**config.mk**
```make
export PLATFORM = sky130hd
export DESIGN_NAME = l2pf_top
export DESIGN_NICKNAME = d
export VERILOG_FILES = /design/src/l2pf_pkg.sv /design/src/l2pf_trk_if.sv /design/src/l2pf_top.sv /design/src/l2pf_trk.sv
export SDC_FILE = /design/constraint.sdc
export NUM_CORES = 2
export LEC_CHECK = 0
export BUFFER_PORTS_ARGS = -buffer_cell sky130_fd_sc_hd__clkbuf_2
export CAP_MARGIN = 20
export CELL_PAD_IN_SITES_DETAIL_PLACEMENT = 0
export CELL_PAD_IN_SITES_GLOBAL_PLACEMENT = 1
export CORE_ASPECT_RATIO = 1.1
export CORE_MARGIN = 4
export CORE_UTILIZATION = 50
export DETAILED_ROUTE_END_ITERATION = 6
export GPL_TIMING_DRIVEN = 0
export PLACE_DENSITY_LB_ADDON = 0.15
export REMOVE_ABC_BUFFERS = 1
export SKIP_LAST_GASP = 1
export SLEW_MARGIN = 20
export SYNTH_ARGS = -nofsm -noshare
export SYNTH_HDL_FRONTEND = slang
export SYNTH_SLANG_ARGS = --single-unit
```
**constraint.sdc**
```tcl
create_clock -name clock -period 9.95 [get_ports clock]
set_input_delay 1.4925 -clock clock [delete_from_list [all_inputs] [get_ports clock]]
set_output_delay 1.4925 -clock clock [all_outputs]
set_load 0.005 [all_outputs]
```
**src/l2pf_pkg.sv**
```systemverilog
// package: prefetcher constants, types and shared helpers
package l2pf_pkg;
   localparam int ADDR_W     = 32;
   localparam int LINE_BYTES = 64;
   localparam int LINE_OFF   = $clog2(LINE_BYTES);
   localparam int LINE_W     = ADDR_W - LINE_OFF;
   // other models of the family use 256
   localparam int TRIG_BYTES = 512;
   localparam int ASC_N      = 16;
   localparam int DSC_N      = 4;

   typedef logic [LINE_W-1:0] l2pf_line_t;

   localparam l2pf_line_t TRIG_LINES = l2pf_line_t'(TRIG_BYTES / LINE_BYTES);
   localparam l2pf_line_t LINE_STEP  = l2pf_line_t'(1);
   localparam l2pf_line_t PAIR_BIT   = l2pf_line_t'(1);

   typedef enum logic [1:0] {L2PF_LOAD, L2PF_STORE, L2PF_SWPF} l2pf_acc_t;
   typedef enum logic [1:0] {L2PF_RD, L2PF_RFO, L2PF_PF} l2pf_req_t;

   // true when line 'to' lies past 'from' in the given direction,
   // no further away than the trigger distance
   function automatic logic l2pf_near(l2pf_line_t from, l2pf_line_t to,
                                      logic up);
      if (up)
      begin
         return (to > from) && ((to - from) <= TRIG_LINES);
      end
      return (from > to) && ((from - to) <= TRIG_LINES);
   endfunction

   function automatic logic [ADDR_W-1:0] l2pf_addr(l2pf_line_t l);
      return {l, {LINE_OFF{1'b0}}};
   endfunction
endpackage

```
**src/l2pf_trk_if.sv**
```systemverilog
// interface: lookup and update port of one stream tracker table
`timescale 1ns/1ps
interface l2pf_trk_if;
   import l2pf_pkg::*;
   logic       ce;
   l2pf_line_t line;
   logic       touch;
   logic       alloc;
   logic       hit;

   modport table_side (input ce, line, touch, alloc, output hit);
   modport user_side  (output ce, line, touch, alloc, input hit);
endinterface
```
**src/l2pf_top.sv**
```systemverilog
// module: second-level cache hardware data prefetcher
`timescale 1ns/1ps
// Operation
// - a stream starts only after two misses lie within trigger distance.
// - the tracker holds 16 ascending and 4 descending streams.
// - a miss also requests the partner line of its aligned 128-byte pair.
// - prefetches go to the bus below demand misses in priority.
// - a busy bus queue drops new prefetches and cancels pending ones.
// - a store missing the second-level cache issues a read for ownership.
// - read-for-ownership misses feed the stream detector like loads.
// - software prefetches feed the stream detector as loads.
// - a look-ahead moves predicted lines from second to first level cache.
// - the trigger distance is a fixed 512 or 256 bytes per model.
// - every prefetch moves one whole 64-byte line.
module l2pf_top
(
   // clock, reset, enable
   input  wire logic                         clock,
   input  wire logic                         reset_n,
   input  wire logic                         clk_en,
   // access stream from the load/store path
   input  wire logic                         acc_valid,
   input  wire l2pf_pkg::l2pf_acc_t          acc_kind,
   input  wire logic [l2pf_pkg::ADDR_W-1:0]  acc_addr,
   input  wire logic                         acc_l2_hit,
   output logic                              acc_ready_ff,
   // bus request queue
   output logic                              req_valid_ff,
   output l2pf_pkg::l2pf_req_t               req_kind_ff,
   output logic [l2pf_pkg::ADDR_W-1:0]       req_addr_ff,
   input  wire logic                         req_ready,
   input  wire logic                         bus_busy,
   output logic                              pf_cancel_ff,
   // first-level cache fill from second level
   output logic                              l1pf_valid_ff,
   output logic [l2pf_pkg::ADDR_W-1:0]       l1pf_addr_ff
);
   import l2pf_pkg::*;

   // ==========================================================
   // access decode and stream detection
   l2pf_trk_if a_if ();
   l2pf_trk_if d_if ();

   l2pf_line_t line;
   logic       take;
   logic       miss;
   logic       near_up;
   logic       near_dn;
   logic       new_up;
   logic       new_dn;
   logic       prv_vld_ff;
   l2pf_line_t prv_line_ff;

   assign line = acc_addr[ADDR_W-1:LINE_OFF];
   assign take = clk_en && acc_valid && acc_ready_ff;
   // stores (read for ownership) and software prefetches count as loads
   assign miss = take && !acc_l2_hit;
   assign near_up = prv_vld_ff && l2pf_near(prv_line_ff, line, 1'b1);
   assign near_dn = prv_vld_ff && l2pf_near(prv_line_ff, line, 1'b0);
   assign new_up  = miss && !a_if.hit && !d_if.hit && near_up;
   assign new_dn  = miss && !a_if.hit && !d_if.hit && near_dn && !near_up;

   assign a_if.ce    = clk_en;
   assign a_if.line  = line;
   assign a_if.touch = miss;
   assign a_if.alloc = new_up;
   assign d_if.ce    = clk_en;
   assign d_if.line  = line;
   assign d_if.touch = miss;
   assign d_if.alloc = new_dn;

   l2pf_trk #(.N(ASC_N), .UP(1'b1)) u_asc
   (
      .clock   (clock),
      .reset_n (reset_n),
      .t       (a_if)
   );

   l2pf_trk #(.N(DSC_N), .UP(1'b0)) u_dsc
   (
      .clock   (clock),
      .reset_n (reset_n),
      .t       (d_if)
   );

   // the last miss is the first half of a possible new stream
   always_ff @(posedge clock or negedge reset_n)
   begin
      if (!reset_n)
      begin
         prv_vld_ff  <= 1'b0;
         prv_line_ff <= '0;
      end
      else if (miss)
      begin
         prv_vld_ff  <= 1'b1;
         prv_line_ff <= line;
      end
   end

   // ==========================================================
   // demand slot and prefetch slots
   logic       dem_vld_ff;
   l2pf_line_t dem_line_ff;
   l2pf_req_t  dem_kind_ff;
   logic       str_vld_ff;
   l2pf_line_t str_line_ff;
   logic       adj_vld_ff;
   l2pf_line_t adj_line_ff;
   logic       out_free;
   logic       send_dem;
   logic       send_str;
   logic       send_adj;
   logic       str_new;
   logic       nxt_dem_vld;

   assign out_free = clk_en && (!req_valid_ff || req_ready);
   // demand always wins the single bus request slot
   assign send_dem = out_free && dem_vld_ff;
   assign send_str = out_free && !dem_vld_ff && str_vld_ff && !bus_busy;
   assign send_adj = out_free && !dem_vld_ff && !str_vld_ff && adj_vld_ff
                     && !bus_busy;
   assign str_new  = a_if.hit || d_if.hit || new_up || new_dn;
   assign nxt_dem_vld = miss || (dem_vld_ff && !send_dem);

   always_ff @(posedge clock or negedge reset_n)
   begin
      if (!reset_n)
      begin
         dem_vld_ff   <= 1'b0;
         dem_line_ff  <= '0;
         dem_kind_ff  <= L2PF_RD;
         acc_ready_ff <= 1'b0;
      end
      else if (clk_en)
      begin
         dem_vld_ff   <= nxt_dem_vld;
         acc_ready_ff <= !nxt_dem_vld;
         if (miss)
         begin
            dem_line_ff <= line;
            dem_kind_ff <= (acc_kind == L2PF_STORE) ? L2PF_RFO : L2PF_RD;
         end
      end
   end

   // a busy queue cancels what waits and refuses what is new
   always_ff @(posedge clock or negedge reset_n)
   begin
      if (!reset_n)
      begin
         str_vld_ff   <= 1'b0;
         str_line_ff  <= '0;
         adj_vld_ff   <= 1'b0;
         adj_line_ff  <= '0;
         pf_cancel_ff <= 1'b0;
      end
      else if (clk_en)
      begin
         pf_cancel_ff <= bus_busy && (str_vld_ff || adj_vld_ff);
         if (bus_busy)
         begin
            str_vld_ff <= 1'b0;
            adj_vld_ff <= 1'b0;
         end
         else
         begin
            if (miss && str_new)
            begin
               str_vld_ff  <= 1'b1;
               str_line_ff <= (a_if.hit || new_up) ? line + LINE_STEP
                                                   : line - LINE_STEP;
            end
            else if (send_str)
               str_vld_ff <= 1'b0;
            if (miss)
            begin
               adj_vld_ff  <= 1'b1;
               adj_line_ff <= line ^ PAIR_BIT;
            end
            else if (send_adj)
               adj_vld_ff <= 1'b0;
         end
      end
   end

   // ==========================================================
   // bus request register
   always_ff @(posedge clock or negedge reset_n)
   begin
      if (!reset_n)
      begin
         req_valid_ff <= 1'b0;
         req_kind_ff  <= L2PF_RD;
         req_addr_ff  <= '0;
      end
      else if (out_free)
      begin
         req_valid_ff <= send_dem || send_str || send_adj;
         if (send_dem)
         begin
            req_kind_ff <= dem_kind_ff;
            req_addr_ff <= l2pf_addr(dem_line_ff);
         end
         else if (send_str || send_adj)
         begin
            req_kind_ff <= L2PF_PF;
            req_addr_ff <= l2pf_addr(send_str ? str_line_ff
                                              : adj_line_ff);
         end
      end
   end

   // ==========================================================
   // first-level look-ahead on sequential hits
   l2pf_line_t l1_last_ff;
   logic       l1_seq_up;
   logic       l1_seq_dn;

   assign l1_seq_up = take && acc_l2_hit && line == l1_last_ff + LINE_STEP;
   assign l1_seq_dn = take && acc_l2_hit && line + LINE_STEP == l1_last_ff;

   always_ff @(posedge clock or negedge reset_n)
   begin
      if (!reset_n)
      begin
         l1_last_ff    <= '0;
         l1pf_valid_ff <= 1'b0;
         l1pf_addr_ff  <= '0;
      end
      else if (clk_en)
      begin
         l1pf_valid_ff <= l1_seq_up || l1_seq_dn;
         if (take)
            l1_last_ff <= line;
         if (l1_seq_up || l1_seq_dn)
            l1pf_addr_ff <= l2pf_addr(l1_seq_up ? line + LINE_STEP
                                                : line - LINE_STEP);
      end
   end
endmodule

```
**src/l2pf_trk.sv**
```systemverilog
// module: stream tracker table for one direction with true LRU
`timescale 1ns/1ps
module l2pf_trk
#(
   parameter int N  = 16,
   parameter bit UP = 1'b1
)
(
   // clock and reset
   input wire logic             clock,
   input wire logic             reset_n,
   // lookup and update
   l2pf_trk_if.table_side       t
);
   import l2pf_pkg::*;

   localparam int AW = $clog2(N);
   localparam logic [AW-1:0] AGE_OLD = AW'(N - 1);

   logic [N-1:0]  vld_ff;
   l2pf_line_t    last_ff [N];
   logic [AW-1:0] age_ff  [N];
   logic [N-1:0]  hit_v;
   logic [AW-1:0] sel;
   logic [AW-1:0] sel_age;
   logic          found;
   logic          wr;

   // sel: hitting entry, else a free one, else the least recently used
   always_comb
   begin
      hit_v = '0;
      sel   = '0;
      found = 1'b0;
      for (int i = 0; i < N; i++)
      begin
         hit_v[i] = vld_ff[i] && l2pf_near(last_ff[i], t.line, UP);
      end
      for (int i = 0; i < N; i++)
      begin
         if (!found && hit_v[i])
         begin
            sel   = AW'(i);
            found = 1'b1;
         end
      end
      for (int i = 0; i < N; i++)
      begin
         if (!found && !vld_ff[i])
         begin
            sel   = AW'(i);
            found = 1'b1;
         end
      end
      for (int i = 0; i < N; i++)
      begin
         if (!found && age_ff[i] == AGE_OLD)
         begin
            sel   = AW'(i);
            found = 1'b1;
         end
      end
      sel_age = age_ff[sel];
   end

   assign t.hit = |hit_v;
   assign wr    = t.ce && ((t.touch && t.hit) || (t.alloc && !t.hit));

   // ages stay a permutation, so exactly one entry is the oldest
   always_ff @(posedge clock or negedge reset_n)
   begin
      if (!reset_n)
      begin
         vld_ff <= '0;
         for (int i = 0; i < N; i++)
         begin
            last_ff[i] <= '0;
            age_ff[i]  <= AW'(i);
         end
      end
      else if (wr)
      begin
         vld_ff[sel]  <= 1'b1;
         last_ff[sel] <= t.line;
         for (int i = 0; i < N; i++)
         begin
            if (AW'(i) == sel)
               age_ff[i] <= '0;
            else if (age_ff[i] < sel_age)
               age_ff[i] <= age_ff[i] + 1'b1;
         end
      end
   end
endmodule

```
==> qor.yml <==
final_layout:
  final_common_cell: "nand2_1"
  final_cells: 11632
  final_nets: 10274
  drive_above_1_share_pct: 8.48
  syn_to_final_growth_pct: 9.49
  layout_common_cells: "nand2_1 (1101), o21ai_0 (966), dfrtp_1 (769)"
pwr:
  powerDensity_nw_per_um2: 119
  peakVddDrop_mv: 0.140
  design_power_total_uw: 9960
  cellLeakagePower_uw: 0.0365
synth:
  synth_top_area_share_pct: 25.2
  synth_area_per_cell_sq_um: 7.86
  yosysSeqAreaShare_pct: 26.4
  yosys-top-cells-area: "dfrtp_1 (25%), ha_1 (11%), o21ai_0 (6.3%)"
  synthesis.instances: 9729
  synthesis.area_sq_um: 76500
  yosys.area.top_type: "dfrtp_1"
  synth_cell_types: 111
  ys_seq_elements: 805
  ys_warn_count: 0
  synthArstFlopShare_pct: 100
  synth_edf_count: 0
  synth_ff_type: "dfrtp_1"
die:
  die_y_um: 418
  rows: 150
  dieArea_sq_um: 159000
  io_pins: 111
  core_area_sq_um: 152000
  fp.dieW_um: 381
  initial_core_util_pct: 50.3
sta:
  worst_clock_skew_ps: 46.3
  finalWorstSetupSlack_ps: 325
  min_period_ps: 9620
  finalCritPeriodShare_pct: 96.7
  drv_slew: 0
  hold_viol: 0
  slew_headroom_pct: 18.4
  worstMarginPinSlew_ps: 1210
  setup-violations-final: 0
  fmax_ghz: 0.104
clocking:
  cts-buffers-inserted: 101
  path_clk_slew_ps: 60
  cts_tree: "done"
  htreeDepth: 3
  clk_latency_ps: 750
  cts_buffer_depth: 3
  root_buffer: "clkbuf_16"
  cts_sinks: 805
  hold_buffers: 0
placement:
  placed_cells: 11426
  port_buffers: 92
  place_congestion: 0.940
  place_ws_ps: -2240
  dp_hpwl_um: 208000
global_route:
  grt_max_degree: 90
  overflow: 0
  grt_first_pass_wirelength_um: 433000
  grt_pass1_vias: 70834
  grt_util_all_layers_pct: 34.7
  antenna_found_initial: 17
detailed_routing:
  firstDrtPassIters: 7
  vias: 75359
  drtIter0Drc: 7081
  drtAntennaViolNets: 0
  drcViolationCount: 9
  avgViaCountPerCell: 6.48
  wl_um: 286000
  routedWlPerCell_um: 24.6
critical_path:
  crit_fanout: 24
  slowest_delay_ps: 620
  cp.required_ps: 10620
  rr_worst_depth: 23
  crit_arrival_ps: 10290
  critPathLaunchType: "input port"
  path_class: "in2reg"
  critPathCaptureType: "flop"
  cp_slowest_cell: "o2111ai_1"
flow_run:
  cap_violations: 0
status:
  run_status: "complete, but fails checks"
  violations: "DRC"
hold_path:
  holdPathStages: 2
  hp-class: "reg2reg"
## power by group
group | switching, uW | internal, uW | total, uW | leakage, uW
sequential | 115 | 3430 | 3540 | 0.00989
clock | 1630 | 2410 | 4050 | 0.00177
combinational | 1520 | 850 | 2370 | 0.0248
## registers in the layout (all words and copies together) (netlist names)
signal and cells:
u_asc.age_ff 64, req_valid_ff 1, req_kind_ff 2, l1pf_valid_ff 1
prv_line_ff 26, dem_line_ff 26, l1_last_ff 26, req_addr_ff 26
adj_line_ff 26, pf_cancel_ff 1, dem_kind_ff 1, u_dsc.last_ff 104
dem_vld_ff 1, acc_ready_ff 1, u_asc.last_ff 416, u_asc.vld_ff 16
prv_vld_ff 1, str_line_ff 26, str_vld_ff 1, l1pf_addr_ff 26
u_dsc.vld_ff 4, adj_vld_ff 1, u_dsc.age_ff 8
## worst paths after layout
path,startpoint,endpoint,slack [ps]
max,acc_addr[6],u_asc.age_ff[54],330
min,dem_kind_ff[0],dem_kind_ff[0],470
max reg2reg,u_asc.last_ff[210],u_asc.age_ff[54],1510
min reg2reg,dem_kind_ff[0],dem_kind_ff[0],470
max in group asynchronous,reset_n,u_dsc.age_ff[4],7440
min in group asynchronous,reset_n,u_asc.last_ff[374],750
## synth_stat cells (44+ instances only)
master,instances
nand4_1,238
o21ai_0,967
a21oi_1,576
o21bai_1,77
or3_1,80
nor4_1,133
nor3_1,250
a211oi_1,124
o31ai_1,65
o211ai_1,97
nand3b_1,44
nand3_1,233
nand2_1,1110
o21a_1,138
mux2i_1,206
inv_1,691
nor2b_1,95
buf_2,54
mux2_2,182
or4_1,71
nor3b_1,44
ha_1,647
xor2_1,106
a21o_1,163
nor2_1,558
dfrtp_1,769
a2111oi_0,49
nand2b_1,175
or2_2,49
and3_1,99
xnor2_1,200
a211o_1,51
a31oi_1,80
o22ai_1,79
clkbuf_1,379
and2_1,58
## routing by layer
layer | share of wire, % | global-route usage (%)
met1 | 43 | 46.8
met2 | 45 | 56.3
met3 | 7.1 | 4.42
met4 | 4.9 | 14.5
met5 | 0 | 0
## cell families (layout without fill, tap and decap cells)
logic type                 Yosys count  in the layout  synth area share [%]
AOI/OAI and AO/OA                 2948           2949                  24.7
xor gates and xnor gates           306            306                  3.50
adders and majority gates          669            669                  11.1
buffers and inverters             1178           1086                  6.04
DFF                                805            805                  26.4
muxes                              388            388                  5.38
other                                1             18               0.00490
and+or+nand+nor                   3434           3435                  22.9
## worst max-delay path, delay by kind of cell
kind / cells / cell delay [ps]
AND/OR/NAND/NOR: 12 / 3440
AO/OA/AOI/OAI: 8 / 2790
buffers and inverters: 4 / 1110
adder cells (fa/ha/maj): 3 / 980
multiplexers: 1 / 370
## through the flow
step | instance area [sq um] | util, % | hold WS, ps | setup TNS (ps)
after floorplan | 74600 | - | 435 | 0
after global placement | 77500 | 51.0 | 450 | -
after detailed placement | 79900 | 52.6 | 452 | -335560
after CTS | 83600 | 55.0 | 470 | 0
after global routing | 83700 | 55.1 | 495 | -11.9
final | 83700 | 55.1 | 467 | 0
## timing repair
item,in CTS,in global routing
gates resized for setup,9,16
buffers inserted,3,7
endpoints found under the hold margin,0,0
pin swaps,3,4
gates cloned,1,1
endpoints found under the setup margin,171,57
## layout make-up
| class | count | area (sq um) |
|---|---|---|
| clock buffers | 134 | 2850 |
| inverters | 705 | 2700 |
| repair buffers | 193 | 2660 |
| diodes | 6 | 15.0 |
| multi-input cells | 7759 | 52100 |
| flip-flops and latches | 805 | 20200 |
| well taps | 1976 | 2470 |
| clock inverters | 54 | 758 |
| fillers | 14483 | 68300 |
No activity file was read; power rests on OpenSTA's default activity.
